===== src/rtl/lmp_pkg.sv =====
package lmp_pkg;

  // ==========================================================================
  // Frame layout
  localparam logic [7:0] ID_DIAG          = 8'h3C;
  localparam logic [7:0] APP_OPCODE       = 8'h80;
  localparam logic [6:0] OP_TWO_SPEED     = 7'h08;
  localparam logic [6:0] OP_STALL         = 7'h16;
  localparam logic [6:0] OP_MOTOR         = 7'h09;
  localparam logic [6:0] OP_FUSE          = 7'h10;
  localparam logic [3:0] DIAG_LEN         = 4'h8;
  localparam logic [3:0] DIRECT_LEN       = 4'h2;
  localparam logic [7:0] MOTOR_FIXED_MASK = 8'hA2;
  localparam logic [7:0] FUSE_IDX_ONES    = 8'hF8;
  localparam logic [7:0] FILL_FF          = 8'hFF;

  // ==========================================================================
  // Values after reset
  localparam logic [3:0]  RST_NIBBLE = 4'h0;
  localparam logic [15:0] RST_WORD   = 16'h0000;
  localparam logic [3:0]  RST_COUNT  = 4'h0;

  typedef enum logic [2:0] {
    KIND_TWO_SPEED,
    KIND_STALL,
    KIND_MOTOR,
    KIND_FUSE,
    KIND_ABS
  } lmp_kind_type;

  // ==========================================================================
  // Protected identifier: parity bits over the 6-bit identifier
  function automatic logic [7:0] lmp_protect(input logic [5:0] id);
    logic p0;
    logic p1;
    p0 = id[0] ^ id[1] ^ id[2] ^ id[4];
    p1 = ~(id[1] ^ id[3] ^ id[4] ^ id[5]);
    return {p1, p0, id};
  endfunction : lmp_protect

  // Sum with end-around carry
  function automatic logic [7:0] lmp_sum_add(input logic [7:0] acc, input logic [7:0] b);
    logic [8:0] s;
    s = {1'b0, acc} + {1'b0, b};
    return s[7:0] + {7'h00, s[8]};
  endfunction : lmp_sum_add

endpackage : lmp_pkg


===== src/rtl/lmp_link_if.sv =====
`timescale 1ns/10ps
interface lmp_link_if;
  logic       byte_valid;
  logic [7:0] byte_data;
  logic       frame_start;
  logic       frame_end;

  modport host (output byte_valid, output byte_data, output frame_start, output frame_end);
  modport dev  (input byte_valid, input byte_data, input frame_start, input frame_end);
endinterface : lmp_link_if


===== src/rtl/lmp_dev_decoder.sv =====
`timescale 1ns/10ps
// Behaviour
// RQ1 - Broadcast zero starts two-speed referencing everywhere
// RQ2 - Top/low speed codes steer referencing moves
// RQ3 - First target absolute, second distance relative
// RQ4 - Stall config: 0x3C, 0x80, opcode 0x16
// RQ5 - Load when node matches or broadcast zero
// RQ6 - Currents byte4, speed codes byte5
// RQ7 - Stall fields unpacked from bytes 6-8
// RQ8 - Motor config: 0x3C, 0x80, opcode 0x09
// RQ9 - Motor config applies immediately during moves
// RQ10 - Master changes only speeds while moving; the encoder also sends new currents in byte4
// RQ11 - Motor fields: safe target, flags, fixed ones
// RQ12 - Fuse write: index, value, 0xFF filler
// RQ13 - Broadcast zero fuse write on every node
// RQ14 - Absolute position command drives motor target
// RQ15 - Discard position when priority logic refuses
// RQ16 - Direct frame: target high, low, checksum
// RQ17 - Recognise own 6-bit direct identifier
// RQ18 - Referencing sets done; not interrupted
// RQ19 - Foreign node with broadcast one ignored
// RQ20 - Act only after checksum verified
module lmp_dev_decoder
  import lmp_pkg::*;
(
  input  wire logic        i_core_clk,
  input  wire logic        i_rstn,
  lmp_link_if.dev          link,
  input  wire logic [6:0]  i_node_addr,
  input  wire logic [5:0]  i_direct_id,
  input  wire logic        i_abs_accept,
  input  wire logic        i_ref_complete,
  output logic             o_ref_start,
  output logic [3:0]       o_ref_top_speed,
  output logic [3:0]       o_ref_low_speed,
  output logic [15:0]      o_first_target,
  output logic [15:0]      o_second_distance,
  output logic             o_ref_busy,
  output logic             o_ref_done,
  output logic             o_stall_cfg_load,
  output logic             o_motor_cfg_load,
  output logic [3:0]       o_drive_current,
  output logic [3:0]       o_standby_current,
  output logic [3:0]       o_top_speed,
  output logic [3:0]       o_low_speed,
  output logic             o_direction,
  output logic [3:0]       o_ramp_rate,
  output logic [2:0]       o_detect_sample_count,
  output logic [3:0]       o_bemf_abs_limit,
  output logic [3:0]       o_bemf_delta_limit,
  output logic [2:0]       o_fullstep_stall_window,
  output logic             o_ramp_profile_sel,
  output logic [1:0]       o_microstep_resolution,
  output logic             o_full_duty_stall_en,
  output logic             o_chop_jitter_en,
  output logic             o_chop_rate_sel,
  output logic [10:0]      o_safe_target,
  output logic             o_fuse_write,
  output logic [2:0]       o_fuse_byte_index,
  output logic [7:0]       o_fuse_value,
  output logic             o_abs_go,
  output logic [15:0]      o_abs_target
);

  typedef enum logic [1:0] {D_WAIT, D_COLLECT, D_DROP} lmp_dstate_type;

  lmp_dstate_type state;
  logic [7:0]     dbuf [0:7];
  logic [3:0]     cnt;
  logic [3:0]     exp_len;
  logic [7:0]     sum;
  logic           is_diag;
  logic           frame_ok;
  logic           app_ok;
  logic           addr_ok;
  logic [6:0]     opcode;
  logic           hit_two;
  logic           hit_stall;
  logic           hit_motor;
  logic           hit_fuse;
  logic           hit_abs;

  // ==========================================================================
  // Byte collection
  always_ff @(posedge i_core_clk or negedge i_rstn) begin
    if (!i_rstn) begin
      state <= D_WAIT;
      cnt <= RST_COUNT;
      exp_len <= RST_COUNT;
      sum <= 8'h00;
      is_diag <= 1'b0;
      for (int i = 0; i < 8; i++) begin
        dbuf[i] <= 8'h00;
      end
    end else if (link.byte_valid) begin
      if (link.frame_start) begin
        cnt <= RST_COUNT;
        sum <= 8'h00;
        if (link.byte_data == ID_DIAG) begin
          is_diag <= 1'b1;
          exp_len <= DIAG_LEN;
          state <= D_COLLECT;
        end else if (link.byte_data == lmp_protect(i_direct_id)) begin   // see RQ17
          is_diag <= 1'b0;
          exp_len <= DIRECT_LEN;                                         // see RQ16
          state <= D_COLLECT;
        end else begin
          state <= D_DROP;
        end
      end else begin
        case (state)
          D_COLLECT: begin
            if (link.frame_end) begin
              state <= D_WAIT;
            end else if (cnt < DIAG_LEN) begin
              dbuf[cnt[2:0]] <= link.byte_data;
              sum <= lmp_sum_add(sum, link.byte_data);
              cnt <= cnt + 4'h1;
            end else begin
              state <= D_DROP;
            end
          end
          D_DROP: begin
            if (link.frame_end) begin
              state <= D_WAIT;
            end
          end
          D_WAIT: state <= D_WAIT;
          default: state <= D_WAIT;
        endcase
      end
    end
  end

  // ==========================================================================
  // Frame decode
  always_comb begin
    frame_ok = link.byte_valid && link.frame_end && !link.frame_start && state == D_COLLECT
               && cnt == exp_len && link.byte_data == ~sum;              // see RQ20
    app_ok = is_diag && dbuf[0] == APP_OPCODE && dbuf[1][7];
    opcode = dbuf[1][6:0];
    addr_ok = !dbuf[2][7] || dbuf[2][6:0] == i_node_addr;                // see RQ5 see RQ1 see RQ13 see RQ19
    hit_two = frame_ok && app_ok && addr_ok && opcode == OP_TWO_SPEED;
    hit_stall = frame_ok && app_ok && addr_ok && opcode == OP_STALL;     // see RQ4
    hit_motor = frame_ok && app_ok && addr_ok && opcode == OP_MOTOR;     // see RQ8
    hit_fuse = frame_ok && app_ok && addr_ok && opcode == OP_FUSE
               && (dbuf[3] & FUSE_IDX_ONES) == FUSE_IDX_ONES
               && dbuf[5] == FILL_FF && dbuf[6] == FILL_FF && dbuf[7] == FILL_FF;  // see RQ12
    hit_abs = frame_ok && !is_diag && i_abs_accept && !o_ref_busy;       // see RQ15 see RQ18
  end

  // ==========================================================================
  // Pulses
  always_ff @(posedge i_core_clk or negedge i_rstn) begin
    if (!i_rstn) begin
      o_ref_start <= 1'b0;
      o_stall_cfg_load <= 1'b0;
      o_motor_cfg_load <= 1'b0;
      o_fuse_write <= 1'b0;
      o_abs_go <= 1'b0;
    end else begin
      o_ref_start <= hit_two;
      o_stall_cfg_load <= hit_stall;
      o_motor_cfg_load <= hit_motor;
      o_fuse_write <= hit_fuse;
      o_abs_go <= hit_abs;                                               // see RQ14
    end
  end

  // ==========================================================================
  // Referencing
  always_ff @(posedge i_core_clk or negedge i_rstn) begin
    if (!i_rstn) begin
      o_ref_top_speed <= RST_NIBBLE;
      o_ref_low_speed <= RST_NIBBLE;
      o_first_target <= RST_WORD;
      o_second_distance <= RST_WORD;
    end else if (hit_two) begin
      o_ref_top_speed <= dbuf[3][7:4];                                   // see RQ2
      o_ref_low_speed <= dbuf[3][3:0];
      o_first_target <= {dbuf[4], dbuf[5]};                              // see RQ3
      o_second_distance <= {dbuf[6], dbuf[7]};
    end
  end

  always_ff @(posedge i_core_clk or negedge i_rstn) begin
    if (!i_rstn) begin
      o_ref_busy <= 1'b0;
      o_ref_done <= 1'b0;
    end else begin
      if (hit_two) begin
        o_ref_busy <= 1'b1;
      end else if (i_ref_complete) begin
        o_ref_busy <= 1'b0;
      end
      if (i_ref_complete && o_ref_busy) begin
        o_ref_done <= 1'b1;                                              // see RQ18
      end
    end
  end

  // ==========================================================================
  // Motion parameters, shared by stall and motor config
  always_ff @(posedge i_core_clk or negedge i_rstn) begin
    if (!i_rstn) begin
      o_drive_current <= RST_NIBBLE;
      o_standby_current <= RST_NIBBLE;
      o_top_speed <= RST_NIBBLE;
      o_low_speed <= RST_NIBBLE;
      o_direction <= 1'b0;
      o_ramp_rate <= RST_NIBBLE;
      o_ramp_profile_sel <= 1'b0;
      o_microstep_resolution <= 2'h0;
      o_chop_jitter_en <= 1'b0;
    end else if (hit_stall || hit_motor) begin                           // see RQ9
      o_drive_current <= dbuf[3][7:4];                                   // see RQ6
      o_standby_current <= dbuf[3][3:0];
      o_top_speed <= dbuf[4][7:4];
      o_low_speed <= dbuf[4][3:0];
      o_direction <= dbuf[5][4];
      o_ramp_rate <= dbuf[5][3:0];
      o_ramp_profile_sel <= dbuf[7][4];
      o_microstep_resolution <= dbuf[7][3:2];
      o_chop_jitter_en <= dbuf[7][0];
    end
  end

  always_ff @(posedge i_core_clk or negedge i_rstn) begin
    if (!i_rstn) begin
      o_detect_sample_count <= 3'h0;
      o_bemf_abs_limit <= RST_NIBBLE;
      o_bemf_delta_limit <= RST_NIBBLE;
      o_fullstep_stall_window <= 3'h0;
      o_full_duty_stall_en <= 1'b0;
    end else if (hit_stall) begin
      o_detect_sample_count <= dbuf[5][7:5];                             // see RQ7
      o_bemf_abs_limit <= dbuf[6][7:4];
      o_bemf_delta_limit <= dbuf[6][3:0];
      o_fullstep_stall_window <= dbuf[7][7:5];
      o_full_duty_stall_en <= dbuf[7][1];
    end
  end

  always_ff @(posedge i_core_clk or negedge i_rstn) begin
    if (!i_rstn) begin
      o_safe_target <= 11'h000;
      o_chop_rate_sel <= 1'b0;
    end else if (hit_motor) begin
      o_safe_target <= {dbuf[5][7:5], dbuf[6]};                          // see RQ11
      o_chop_rate_sel <= dbuf[7][6];
    end
  end

  // ==========================================================================
  // Fuse write and absolute target
  always_ff @(posedge i_core_clk or negedge i_rstn) begin
    if (!i_rstn) begin
      o_fuse_byte_index <= 3'h0;
      o_fuse_value <= 8'h00;
      o_abs_target <= RST_WORD;
    end else begin
      if (hit_fuse) begin
        o_fuse_byte_index <= dbuf[3][2:0];
        o_fuse_value <= dbuf[4];
      end
      if (hit_abs) begin
        o_abs_target <= {dbuf[0], dbuf[1]};                              // see RQ16
      end
    end
  end

endmodule : lmp_dev_decoder


===== src/flat_wrapper.sv =====
// flat-port wrapper written by rule: the top's interface ports become plain ports
module lmp_dev_decoder_flat import lmp_pkg::*;
  (i_core_clk, i_rstn, i_node_addr, i_direct_id, i_abs_accept, i_ref_complete, o_ref_start, o_ref_top_speed, o_ref_low_speed, o_first_target, o_second_distance, o_ref_busy, o_ref_done, o_stall_cfg_load, o_motor_cfg_load, o_drive_current, o_standby_current, o_top_speed, o_low_speed, o_direction, o_ramp_rate, o_detect_sample_count, o_bemf_abs_limit, o_bemf_delta_limit, o_fullstep_stall_window, o_ramp_profile_sel, o_microstep_resolution, o_full_duty_stall_en, o_chop_jitter_en, o_chop_rate_sel, o_safe_target, o_fuse_write, o_fuse_byte_index, o_fuse_value, o_abs_go, o_abs_target, link_byte_valid, link_byte_data, link_frame_start, link_frame_end);
  lmp_link_if link_i ();
  input  wire logic i_core_clk;
  input  wire logic i_rstn;
  input  wire logic [6:0] i_node_addr;
  input  wire logic [5:0] i_direct_id;
  input  wire logic i_abs_accept;
  input  wire logic i_ref_complete;
  output logic o_ref_start;
  output logic [3:0] o_ref_top_speed;
  output logic [3:0] o_ref_low_speed;
  output logic [15:0] o_first_target;
  output logic [15:0] o_second_distance;
  output logic o_ref_busy;
  output logic o_ref_done;
  output logic o_stall_cfg_load;
  output logic o_motor_cfg_load;
  output logic [3:0] o_drive_current;
  output logic [3:0] o_standby_current;
  output logic [3:0] o_top_speed;
  output logic [3:0] o_low_speed;
  output logic o_direction;
  output logic [3:0] o_ramp_rate;
  output logic [2:0] o_detect_sample_count;
  output logic [3:0] o_bemf_abs_limit;
  output logic [3:0] o_bemf_delta_limit;
  output logic [2:0] o_fullstep_stall_window;
  output logic o_ramp_profile_sel;
  output logic [1:0] o_microstep_resolution;
  output logic o_full_duty_stall_en;
  output logic o_chop_jitter_en;
  output logic o_chop_rate_sel;
  output logic [10:0] o_safe_target;
  output logic o_fuse_write;
  output logic [2:0] o_fuse_byte_index;
  output logic [7:0] o_fuse_value;
  output logic o_abs_go;
  output logic [15:0] o_abs_target;
  input wire logic [$bits(link_i.byte_valid)-1:0] link_byte_valid;
  input wire logic [$bits(link_i.byte_data)-1:0] link_byte_data;
  input wire logic [$bits(link_i.frame_start)-1:0] link_frame_start;
  input wire logic [$bits(link_i.frame_end)-1:0] link_frame_end;
  assign link_i.byte_valid = link_byte_valid;
  assign link_i.byte_data = link_byte_data;
  assign link_i.frame_start = link_frame_start;
  assign link_i.frame_end = link_frame_end;
  lmp_dev_decoder u_core (.i_core_clk(i_core_clk), .i_rstn(i_rstn), .link(link_i), .i_node_addr(i_node_addr), .i_direct_id(i_direct_id), .i_abs_accept(i_abs_accept), .i_ref_complete(i_ref_complete), .o_ref_start(o_ref_start), .o_ref_top_speed(o_ref_top_speed), .o_ref_low_speed(o_ref_low_speed), .o_first_target(o_first_target), .o_second_distance(o_second_distance), .o_ref_busy(o_ref_busy), .o_ref_done(o_ref_done), .o_stall_cfg_load(o_stall_cfg_load), .o_motor_cfg_load(o_motor_cfg_load), .o_drive_current(o_drive_current), .o_standby_current(o_standby_current), .o_top_speed(o_top_speed), .o_low_speed(o_low_speed), .o_direction(o_direction), .o_ramp_rate(o_ramp_rate), .o_detect_sample_count(o_detect_sample_count), .o_bemf_abs_limit(o_bemf_abs_limit), .o_bemf_delta_limit(o_bemf_delta_limit), .o_fullstep_stall_window(o_fullstep_stall_window), .o_ramp_profile_sel(o_ramp_profile_sel), .o_microstep_resolution(o_microstep_resolution), .o_full_duty_stall_en(o_full_duty_stall_en), .o_chop_jitter_en(o_chop_jitter_en), .o_chop_rate_sel(o_chop_rate_sel), .o_safe_target(o_safe_target), .o_fuse_write(o_fuse_write), .o_fuse_byte_index(o_fuse_byte_index), .o_fuse_value(o_fuse_value), .o_abs_go(o_abs_go), .o_abs_target(o_abs_target));
endmodule

===== config.mk =====
export PLATFORM = sky130hd
export DESIGN_NAME = lmp_dev_decoder_flat
export DESIGN_NICKNAME = d
export VERILOG_FILES = /design/src/rtl/lmp_pkg.sv /design/src/rtl/lmp_link_if.sv /design/src/rtl/lmp_dev_decoder.sv /design/src/flat_wrapper.sv
export SDC_FILE = /design/constraint.sdc
export NUM_CORES = 1
export LEC_CHECK = 0
export ABC_CLOCK_PERIOD_IN_PS = 3260
export BUFFER_PORTS_ARGS = -buffer_cell sky130_fd_sc_hd__buf_2
export CAP_MARGIN = 30
export CELL_PAD_IN_SITES_DETAIL_PLACEMENT = 1
export CELL_PAD_IN_SITES_GLOBAL_PLACEMENT = 1
export CORE_UTILIZATION = 34
export DETAILED_ROUTE_END_ITERATION = 12
export GPL_TIMING_DRIVEN = 0
export PLACE_DENSITY = 0.68
export SLEW_MARGIN = 30
export SYNTH_ARGS = -nofsm -noshare
export SYNTH_HDL_FRONTEND = slang
export SYNTH_SLANG_ARGS = --single-unit
export TNS_END_PERCENT = 5

===== constraint.sdc =====
create_clock -name i_core_clk -period 3.26 [get_ports i_core_clk]
set_clock_uncertainty 0.05 [all_clocks]
set_input_delay 0.326 -clock i_core_clk [delete_from_list [all_inputs] [get_ports i_core_clk]]
set_output_delay 0.326 -clock i_core_clk [all_outputs]
set_load 0.005 [all_outputs]

# Word-level counts from Yosys, hierarchy flattened
# Cells that the tools add are included.
dict set report classes {
  eq_ne 19
  muxes 24
  order_cmp 3
  n_reduce_logical 36
  add_sub_neg 3
  bitwise 11
}
# cell count
set op_table {}
lappend op_table {{bitwise mux 64 bit} 1}
lappend op_table {{2-to-1 mux 8 bit} 5}
lappend op_table {{equality test 8 bit, second input constant} 4}
lappend op_table {{demux 8 bit (select 3 bit)} 1}
lappend op_table {{2-to-1 mux 4 bit} 6}
lappend op_table {{logical AND 1 bit} 22}
lappend op_table {{equality test 8 bit} 2}
lappend op_table {{equality test 7 x 4 -> 1 bit, second input constant} 2}
lappend op_table {{equality test 7 x 5 -> 1 bit, second input constant} 2}
lappend op_table {{2-to-1 mux 2 bit} 6}
lappend op_table {{adder 8 x 8 -> 9 bit} 1}
lappend op_table {{adder 8 x 1 -> 8 bit} 1}
lappend op_table {{equality test 8 x 6 -> 1 bit, second input constant} 1}
lappend op_table {{NOT 8 bit} 1}
lappend op_table {{nonzero test 2 bit} 4}
lappend op_table {{equality test 7 bit} 1}
lappend op_table {{AND reduction 3 bit} 2}
lappend op_table {{bitwise XOR 1 bit} 6}
lappend op_table {{equality test 5 bit, second input constant} 1}
lappend op_table {{AND reduction 5 bit} 1}
lappend op_table {{adder 4 x 1 -> 4 bit, second input constant} 1}
lappend op_table {{equality test 4 bit} 1}
lappend op_table {{>= comparator 4 bit, second input constant} 1}
lappend op_table {{logical NOT 1 bit} 4}
lappend op_table {{other kinds (13)} 19}
dict set report word_totals {
  regBits 209
  output_inout_bits 126
  input_bits 28
}

# Depth between registers and ports, before layout
# Gate-level depths: netlist of the first run.
dict set report logic_depth {
  depth_word 12
  mapped_depth 13
  ltp_nobuf 13
}

# Worst setup path before layout of the first run
# Ideal clock, no wire load.
dict set report synth_timing {
  kind {reg2reg}
  startpoint {reg u_core.sum[3]}
  endpoint {reg u_core.o_chop_jitter_en}
  stages_incl_launch_ff 9
  arrival_ns 2.543
  path_buffers 1
  setup_ns 0.127
  period_less_slack_ns 2.720
  slack_ns 0.540
  t_required_ns 3.083
  path_cell_list {dfrtp_1 > ha_1 > nand4b_1 > or4_4 > nor4_4 > nand3_1 > o21ai_2 > buf_6 > mux2_1}
}
dict set report synth_via {
  elab_chain_len 7
}
# item line_no
set synth_lines {}
lappend synth_lines {{start: declaration} lmp_dev_decoder.sv:71} ;# logic [7:0] sum;
lappend synth_lines {{start signal: assignment} lmp_dev_decoder.sv:117} ;# sum <= lmp_sum_add(sum, link.byte_data);
lappend synth_lines {{NOT 8 bit (*)} lmp_dev_decoder.sv:139} ;# && cnt == exp_len && link.byte_data == ~sum;
lappend synth_lines {{equality test 8 bit (*)} lmp_dev_decoder.sv:139}
lappend synth_lines {{logical AND 1 bit (*)} lmp_dev_decoder.sv:139}
lappend synth_lines {{logical AND 1 bit (*) (2 in series)} {lmp_dev_decoder.sv:144, lmp_dev_decoder.sv:145}}
lappend synth_lines {{logical AND 1 bit (on tied branches)} {lmp_dev_decoder.sv:144, lmp_dev_decoder.sv:145}}
lappend synth_lines {{logical OR 1 bit (*)} lmp_dev_decoder.sv:215} ;# end else if (hit_stall || hit_motor) begin
lappend synth_lines {{end signal: assignment} lmp_dev_decoder.sv:224} ;# o_chop_jitter_en <= dbuf[7][0];
lappend synth_lines {{end: declaration} lmp_dev_decoder.sv:55} ;# output logic o_chop_jitter_en,
# Every way passes the cells marked *; elsewhere a longest branch is shown, timed or not.
# A chain may end at the register's enable or synchronous reset.

# Worst setup path after layout of the first run
# Same ends and word-level chain as after synthesis.

==> results.tsv, run 1 <==
metric	value	unit
Rows	58	
die height	162	um
initial antenna violation count	0	
WL final	23000	um
port buffer count	152	
met3 usage	0.0314	
Pwr Total	0.00542	W
Sw Ratio	0.226	
Max Clock Freq	313	MHz
synth top area cells	dfrtp_1 (59%), mux2_2 (18%), mux2_1 (3.4%)	
RePlAce Congestion	0.772	
FF+latch count, synth	206	
met1 Resource Use GR	0.244	
CTS tree	done	
diode count	0	
P_int	0.00419	W
Die ar.	26300	um2
logic gate share of total power	0.044	
status	finished, final reports clean	
vias per cell	4.95	
Min Clock Period, post-route	3.19	ns
Synth top area share	0.590	
clock network fraction of total power	0.481	
Pwr per Cell Area	500	nW/um2
gr ovfl total	0	
unrepaired setup endpoints after global routing	yes	
cts bufs inserted	24	
core footprint	25200	um2
hpwl dp	16100	um
largest net degree at the start of global routing	80	
RR Startpoint	u_core.sum[3]	
Synthesis Warnings	0	
DRT iter0 DRCs	248	
register area share after synthesis	0.590	
Die X	162	um
Total Neg Setup Slack	0	ns
met2 usage	0.302	
cell taking the most area after synthesis	dfrtp_1	
post-CTS setup buffers	0	
CTS H-Tree Depth	1	
P&R area growth vs syn	24.0	%
Flop pwr share	0.475	
Req. time, crit path	3.60	ns
Post-layout nets	867	
Worst setup EP type	flop	
Fin. Hold Viols	0	
CP startpoint kind	flop	
period utilization	0.980	
GRT busiest layer	met2	
Hold Crit Class	input port to flop	
CTS Root Buffer Type	clkbuf_16	
Yosys cell types	55	
Total GRT Usage	0.181	
Max VDD drop	0.317	mV
clk_lat worst skew	0.52	ns
number of nets with antenna violations after routing	0	
syn avg cell area	13.6	um2
Main synth FF type	dfrtp_1	
DP Area	10000	um2
FILL cells	2667	
CP startpoint	u_core.sum[3]	
Post-route DRC	0	
MaxCap Viol Count	0	
Post-Syn Area	8740	um2
Final setup violation count	0	
routed vias	5809	
switching power	0.00122	W
IO Pins	154	
first-pass GRT wire length	36700	um
Hold WS	0.123	ns
most numerous cell in the Yosys netlist	dfrtp_1	
Avg WL per Cell	19.6	um
EDFF count, synth	0	
Reg clk slew, reported paths	0.06	ns
vias in the first global route	6169	
Post-Synthesis Cells	644	
Clock Path Buffers	3	
crit path max fanout	10	
initial core utilization	0.347	
pin slew with the least headroom to its limit	0.968	ns
Critical Path AT	3.53	ns
Num Clock Sinks	206	
min-delay src	link_byte_valid	
Setup CP Type	flop to flop	
Slew headroom	0.355	
post-synth net total	684	
core occupancy in the finished layout	0.430	
max-slew violations	0	
Async SR Flop Fraction	1.00	
leak pwr	5.77	nW
Post-synth top cells	dfrtp_1 (206), mux2_2 (141), nand2_1 (65)	
design area	10800	um2
drt first pass iters	4	
layout cells sized above 1	0.420	
## per-layer routing
layer	vias up	share of wire
li1	2671	-
met1	2984	0.45
met2	119	0.49
met3	35	0.044
met4	0	0.022
met5	-	0
## sequential cells by signal (all words and copies together), names as in the netlist, 8 cells and up
signal and cells:
u_core.o_second_distance 16, u_core.sum 8, u_core.o_fuse_value 8, u_core.o_first_target 16
u_core.o_safe_target 11, u_core.dbuf 64, u_core.o_abs_target 16
## worst max-delay path, stage by stage, from the launching register on
cell	delay (ns)
dfrtp_1	0.38
ha_1	0.41
nand4b_1	0.13
or4_4	0.46
nor4_4	0.33
nand3_1	0.20
o21ai_2	0.52
buf_6	0.26
mux2_1	0.33
## metrics by stage
| step | instances | worst slack (ns) |
|---|---|---|
| CTS | 1173 | 0.0119 |
| global route | 1173 | -0.110 |
| detailed placement | 1129 | -0.0247 |
| finish | 1173 | 0.0652 |
| global placement | 1126 | -1.82 |
| floorplan | 644 | 0.540 |
## repair_timing
| action | in CTS | in global routing |
|---|---|---|
| gates resized for setup | 0 | 2 |
| setup endpoints to repair | 0 | 70 |
| hold buffers | 2 | 0 |
| hold endpoints to repair | 102 | 0 |
## layout by cell type, fill, tap and decap left out, drive strengths merged, types with 2 or more instances in the layout
cell type,synthesis,final
nand3b,2,2
nand2b,2,2
inv,3,3
nand2,65,65
clkinvlp,0,4
nor4bb,2,2
xor2,8,8
dlygate4sd3,0,2
nor2b,4,4
a211o,3,3
o21ai,13,13
xnor3,2,2
nand3,13,13
and2,2,2
clkbuf,18,51
nor4,7,7
clkinv,0,5
or4,3,3
nor3b,5,5
a21o,5,5
a22o,4,4
nand4,10,10
xnor2,14,14
o21a,4,4
dfrtp,206,206
a211oi,4,4
o41ai,2,2
nor3,3,3
mux2,167,167
and3,2,2
nor4b,4,4
ha,11,11
buf,11,165
a21oi,6,6
nand4b,3,3
nor2,24,24
## final timing paths
check	end	slack, ns	cells after the start
max in group asynchronous	u_core.o_safe_target[4]	1.99	4
worst min-delay path	u_core.exp_len[3]	0.12	3
min in group asynchronous	u_core.o_first_target[10]	0.18	2
worst max-delay path	u_core.o_chop_jitter_en	0.07	8
worst min register to register	u_core.o_ref_done	0.41	1
worst max register to register	u_core.o_chop_jitter_en	0.07	8
## kinds of logic after synthesis
family / synth area share
AND/OR/NAND/NOR: 0.0919
flip-flops: 0.590
XOR/XNOR: 0.0299
AO/OA/AOI/OAI: 0.0381
buffers and inverters: 0.0169
adder cells (fa/ha/maj): 0.0180
multiplexers: 0.215
## power groups by stage
stage / clock [W] / combinational, W / sequential (W)
2_1_floorplan: 0 / 0.000105 / 0.00262
5_1_grt: 0.00279 / 0.000266 / 0.00258
3_3_place_gp: 0 / 0.000223 / 0.00262
6_report: 0.00261 / 0.000236 / 0.00258
3_5_place_dp: 0 / 0.000241 / 0.00262
4_1_cts: 0.00269 / 0.000244 / 0.00258
## area by class of cell
class / instances / area [um2] / area share
multi-input combinational: 406 / 3460 / 0.320
timing repair buffer: 157 / 873 / 0.0806
clock inverter: 10 / 96.3 / 0.00889
sequential: 206 / 5150 / 0.476
tap: 330 / 413 / 0.0381
clock buffer: 32 / 681 / 0.0628
buffer: 29 / 139 / 0.0128
inverter: 3 / 11.3 / 0.00104
(Power assumes the default switching activity.)
==> run 2: changes to the inputs <==
--- a/config.mk
+++ b/config.mk
@@ -6,14 +6,14 @@
 export NUM_CORES = 1
 export LEC_CHECK = 0
 export ABC_CLOCK_PERIOD_IN_PS = 3260
-export BUFFER_PORTS_ARGS = -buffer_cell sky130_fd_sc_hd__buf_2
+export BUFFER_PORTS_ARGS = -buffer_cell sky130_fd_sc_hd__buf_4
 export CAP_MARGIN = 30
 export CELL_PAD_IN_SITES_DETAIL_PLACEMENT = 1
 export CELL_PAD_IN_SITES_GLOBAL_PLACEMENT = 1
 export CORE_UTILIZATION = 34
 export DETAILED_ROUTE_END_ITERATION = 12
 export GPL_TIMING_DRIVEN = 0
-export PLACE_DENSITY = 0.68
+export PLACE_DENSITY_LB_ADDON = 0.05
 export SLEW_MARGIN = 30
 export SYNTH_ARGS = -nofsm -noshare
 export SYNTH_HDL_FRONTEND = slang
==> run 2 against run 1 <==
  * Cell count unchanged
  * Non-clock buffer count increased by 1
  * Fmax increased by 2.4%
  * Largest power group unchanged
  * Global-route usage increased by 0.86 points
  * Critical path depth decreased by 1
  * Clock power about the same
  * Combinational power increased by 3%
  * Largest cell class unchanged
  * Via count increased by 0.19%
  * First-iteration DRC count decreased by 16%
  * Die area unchanged
==> results.tsv, run 2 (synthesis results as in run 1) <==
metric	value	unit
Sw Ratio	0.220	
Hold Crit Class	input port to flop	
Largest register FFs	64	
CP startpoint kind	flop	
register with the most flip-flops	u_core.dbuf	
max-slew violations	0	
Req. time, crit path	3.61	ns
Max Clock Freq	320	MHz
logic gate share of total power	0.045	
DRT iter0 DRCs	208	
Critical Path AT	3.47	ns
Max VDD drop	0.315	mV
pre-CTS WS	-0.0735	ns
unrepaired setup endpoints after global routing	yes	
clk_lat worst skew	0.52	ns
Total GRT Usage	0.190	
Final setup violation count	0	
largest net degree at the start of global routing	80	
Reg clk slew, reported paths	0.06	ns
Die X	162	um
status	finished, final reports clean	
worst setup margin	0.140	ns
Fin. Hold Viols	0	
design area	11200	um2
Avg WL per Cell	20.5	um
most frequent cells in the layout	dfrtp_1 (206), buf_4 (153), mux2_2 (141)	
die height	162	um
Slew headroom	0.350	
most common cell after layout, fill and taps aside	dfrtp_1	
CTS H-Tree Depth	1	
diode count	0	
Die ar.	26300	um2
number of nets with antenna violations after routing	0	
drt first pass iters	4	
CTS Root Buffer Type	clkbuf_16	
P_int	0.00424	W
layout cells sized above 1	0.416	
Post-route DRC	0	
hpwl dp	17100	um
cts bufs inserted	24	
Min Clock Period, post-route	3.12	ns
core footprint	25200	um2
leak pwr	5.78	nW
MaxCap Viol Count	0	
RePlAce Congestion	0.768	
initial core utilization	0.347	
vias in the first global route	6353	
period utilization	0.957	
dpl cells	1128	
gr ovfl total	0	
routed vias	5820	
Flop pwr share	0.474	
pin slew with the least headroom to its limit	0.968	ns
DP Area	10400	um2
Worst setup EP type	flop	
Setup CP Type	flop to flop	
Rows	58	
clock network fraction of total power	0.481	
FILL cells	2623	
CTS tree	done	
vias per cell	4.96	
IO Pins	154	
Total Neg Setup Slack	0	ns
switching power	0.00119	W
P&R area growth vs syn	28.3	%
first-pass GRT wire length	38100	um
WL final	24100	um
initial antenna violation count	0	
crit path max fanout	10	
Layout Cells excl Fill	1173	
Pwr per Cell Area	484	nW/um2
Num Clock Sinks	206	
Post-layout nets	868	
port buffer count	152	
Clock Path Buffers	3	
-- run 2: changes by cell type in the layout (fill, tap and decap cells not counted), moves of 2 or more --
cell | before | now
nor2_2 | 2 | 0
clkbuf_4 | 1 | 4
clkinv_2 | 4 | 2
clkinvlp_4 | 4 | 0
buf_4 | 1 | 153
clkbuf_1 | 21 | 25
buf_2 | 157 | 3
clkbuf_8 | 5 | 3
-- run 2: layout make-up --
type                    count  area [um2]  share of cell area
flip-flops and latches    206        5150               0.460
multi-input cells         406        3480               0.310
repair buffers            158        1240               0.110
clock buffers              35         672              0.0599
well taps                 330         413              0.0368
plain buffers              29         151              0.0135
clock inverters             6        95.1             0.00848
inverters                   3        11.3             0.00100
-- run 2: per-stage QoR --
step           total power, W  hold slack [ns]   util
6_report              0.00543            0.126  0.445
5_1_grt               0.00565            0.123  0.445
4_1_cts               0.00553            0.107  0.443
3_5_place_dp          0.00287            0.228  0.412
3_3_place_gp          0.00285            0.389  0.409
2_1_floorplan         0.00273          -0.0196      -
-- run 2: layer usage --
| metal | track usage | vias up | wire length [um] |
|---|---|---|---|
| met5 | 0 | - | 0 |
| met4 | 0.0493 | 0 | 425 |
| met3 | 0.0368 | 32 | 1340 |
| met2 | 0.306 | 140 | 11500 |
| met1 | 0.261 | 2974 | 10800 |
| li1 | - | 2674 | - |
-- run 2: what timing repair did --
action | in CTS | in global routing
setup endpoints to repair | 14 | 57
hold endpoints to repair | 60 | 0
pin swaps | 0 | 1
hold buffers | 2 | 0
resized for setup | 0 | 8
setup buffers | 0 | 2
-- run 2: final timing paths --
kind | start | cells past startpoint | slack, ns | to
min | link_byte_valid | 3 | 0.13 | u_core.state[0]
max in group asynchronous | i_rstn | 4 | 1.77 | u_core.o_chop_jitter_en
min reg2reg | u_core.o_abs_target[5] | 2 | 0.43 | u_core.o_abs_target[5]
min in group asynchronous | i_rstn | 2 | 0.26 | u_core.sum[4]
max reg2reg | u_core.sum[3] | 7 | 0.14 | u_core.o_safe_target[8]
max | u_core.sum[3] | 7 | 0.14 | u_core.o_safe_target[8]
-- run 2: power by group through the flow --
stage / Combinational, W / Sequential, W / Clock (W)
after CTS: 0.000251 / 0.00258 / 0.00270
after floorplan: 0.000105 / 0.00262 / 0
after global routing: 0.000273 / 0.00258 / 0.00280
after detailed placement: 0.000248 / 0.00262 / 0
final: 0.000244 / 0.00258 / 0.00261
after global placement: 0.000230 / 0.00262 / 0
-- run 2: critical path, cell delays in order, from the launching register on --
cell and delay (ns):
dfrtp_1 0.38, ha_1 0.40, nand4b_1 0.12, or4_4 0.47, nor4_4 0.37, nand4_1 0.37, clkbuf_1 0.45, mux2_2 0.38
==> run 3: changes to the inputs <==
--- a/config.mk
+++ b/config.mk
@@ -10,7 +10,7 @@
 export CAP_MARGIN = 30
 export CELL_PAD_IN_SITES_DETAIL_PLACEMENT = 1
 export CELL_PAD_IN_SITES_GLOBAL_PLACEMENT = 1
-export CORE_UTILIZATION = 34
+export CORE_UTILIZATION = 45
 export DETAILED_ROUTE_END_ITERATION = 12
 export GPL_TIMING_DRIVEN = 0
 export PLACE_DENSITY_LB_ADDON = 0.05
==> run 3 against run 2 <==
  * Die area fell by 24%
  * Count of clock-buffer cells in the layout fell by 2
  * Critical path type unchanged
  * Cell area fell by 1.6%
  * Fmax fell by 2.0%
  * Non-clock buffer count rose by 1
  * Routed wire length fell by 4.3%
  * Largest cell class unchanged
  * Register-to-register slack got worse by 0.06 ns
==> results.tsv, run 3 (synthesis results as in run 1) <==
metric	value	unit
CP delay by family, top	simple AND/OR/NAND/NOR gates	
pin slew with the least headroom to its limit	0.960	ns
most frequent cells in the layout	dfrtp_1 (206), buf_4 (155), mux2_2 (141)	
FILL cells	1909	
die height	141	um
CTS H-Tree Depth	1	
hpwl dp	16300	um
drt first pass iters	4	
Worst setup EP type	flop	
Critical Path AT	3.52	ns
Die ar.	20000	um2
Reg clk slew, reported paths	0.06	ns
register with the most flip-flops	u_core.dbuf	
diode count	0	
routed vias	5856	
core occupancy in the finished layout	0.584	
MaxCap Viol Count	0	
CTS Root Buffer Type	clkbuf_16	
Fin. Hold Viols	0	
CTS tree	done	
Pwr per Cell Area	470	nW/um2
layout cells sized above 1	0.415	
vias per cell	5.32	
critical-path cell list	ha_1 -> nand4b_1 -> or4_4 -> nor4_4 -> nand3_1 -> nor2_2 -> buf_4 -> mux2_2	
Clock Path Buffers	3	
initial antenna violation count	0	
CP startpoint	u_core.sum[3]	
period utilization	0.976	
Slew headroom	0.360	
RR Startpoint	u_core.sum[3]	
Critical path buffers and inverters	1	
P&R area growth vs syn	26.2	%
Total GRT Usage	0.245	
initial core utilization	0.463	
clk_lat worst skew	0.51	ns
most common cell after layout, fill and taps aside	dfrtp_1	
Largest register FFs	64	
Post-route DRC	0	
port buffer count	152	
Min Clock Period, post-route	3.18	ns
Num Clock Sinks	206	
Rows	50	
IO Pins	154	
gr ovfl total	0	
Hold Crit Class	input port to flop	
Die X	141	um
Post-layout nets	868	
Pwr Total	0.00518	W
Setup CP Type	flop to flop	
Final setup violation count	0	
Max Clock Freq	314	MHz
number of nets with antenna violations after routing	0	
core footprint	18900	um2
unrepaired setup endpoints after global routing	yes	
crit path max fanout	10	
DRT iter0 DRCs	235	
WL final	23100	um
first-pass GRT wire length	37400	um
min-delay src	link_byte_valid	
Avg WL per Cell	21.0	um
max incr delay on CP	0.47	ns
Req. time, crit path	3.60	ns
RePlAce Congestion	0.872	
vias in the first global route	6451	
leak pwr	5.74	nW
CP startpoint kind	flop	
max-slew violations	0	
largest net degree at the start of global routing	93	
status	finished, final reports clean	
cts bufs inserted	23	
Critical-path top delay cell	or4_4	
Max VDD drop	0.376	mV
## run 3: final cells by class
class	instances	area [um2]	area share
buffer	29	144	0.0130
timing repair buffer	159	1250	0.113
clock inverter	4	26.3	0.00238
tap	260	325	0.0295
inverter	3	11.3	0.00102
clock buffer	33	653	0.0592
multi-input combinational	406	3470	0.315
sequential	206	5150	0.467
## run 3: metal layers
| metal | global-route usage | wire length [um] | share of wire | vias to the layer above |
|---|---|---|---|---|
| met3 | 0.0503 | 1090 | 0.047 | 30 |
| li1 | - | - | - | 2659 |
| met2 | 0.396 | 10900 | 0.47 | 134 |
| met4 | 0.0572 | 438 | 0.019 | 0 |
| met1 | 0.341 | 10700 | 0.46 | 3033 |
| met5 | 0 | 0 | 0 | - |
## run 3: worst min-delay path: cells and delay by family
family        cells  cell delay (ns)
buf+inv           1             0.15
simple gates      2             0.17
## run 3: path summary, 6_finish.rpt
kind | endpoint | slack [ns] | cells past startpoint
setup reg to reg | u_core.o_bemf_delta_limit[2] | 0.08 | 8
min in group asynchronous | u_core.sum[3] | 0.23 | 2
max in group asynchronous | u_core.o_fuse_value[1] | 1.80 | 4
setup / recovery | u_core.o_bemf_delta_limit[2] | 0.08 | 8
hold / removal | u_core.exp_len[3] | 0.13 | 3
hold reg to reg | u_core.o_ref_done | 0.42 | 1
## run 3: repair_timing
| action | CTS | global route |
|---|---|---|
| setup buffers | 0 | 3 |
| hold buffers | 2 | 0 |
| pin swaps | 0 | 1 |
| setup endpoints to repair | 20 | 77 |
| endpoints found under the hold margin | 32 | 0 |
| resized for setup | 1 | 4 |
## run 3: where the power goes
part / total (W) / leakage (nW) / internal, W / switching, W
Sequential: 0.00258 / 2.87 / 0.00257 / 0.00000872
Combinational: 0.000244 / 2.54 / 0.0000882 / 0.000156
Clock: 0.00236 / 0.332 / 0.00138 / 0.000980
Total: 0.00518 / 5.74 / 0.00404 / 0.00114
## run 3: per-stage QoR
step	hold WS [ns]	instance area, um2	worst slack, ns	TNS (ns)	std cells
finish	0.125	11000	0.0768	0	1100
floorplan	-0.0196	8740	0.540	0	644
detailed placement	0.152	10300	-0.0706	-0.998	1058
global placement	0.388	10200	-0.0718	-1.21	1056
CTS	0.116	11000	0.0535	0	1097
global route	0.132	11000	-0.0765	-0.667	1100
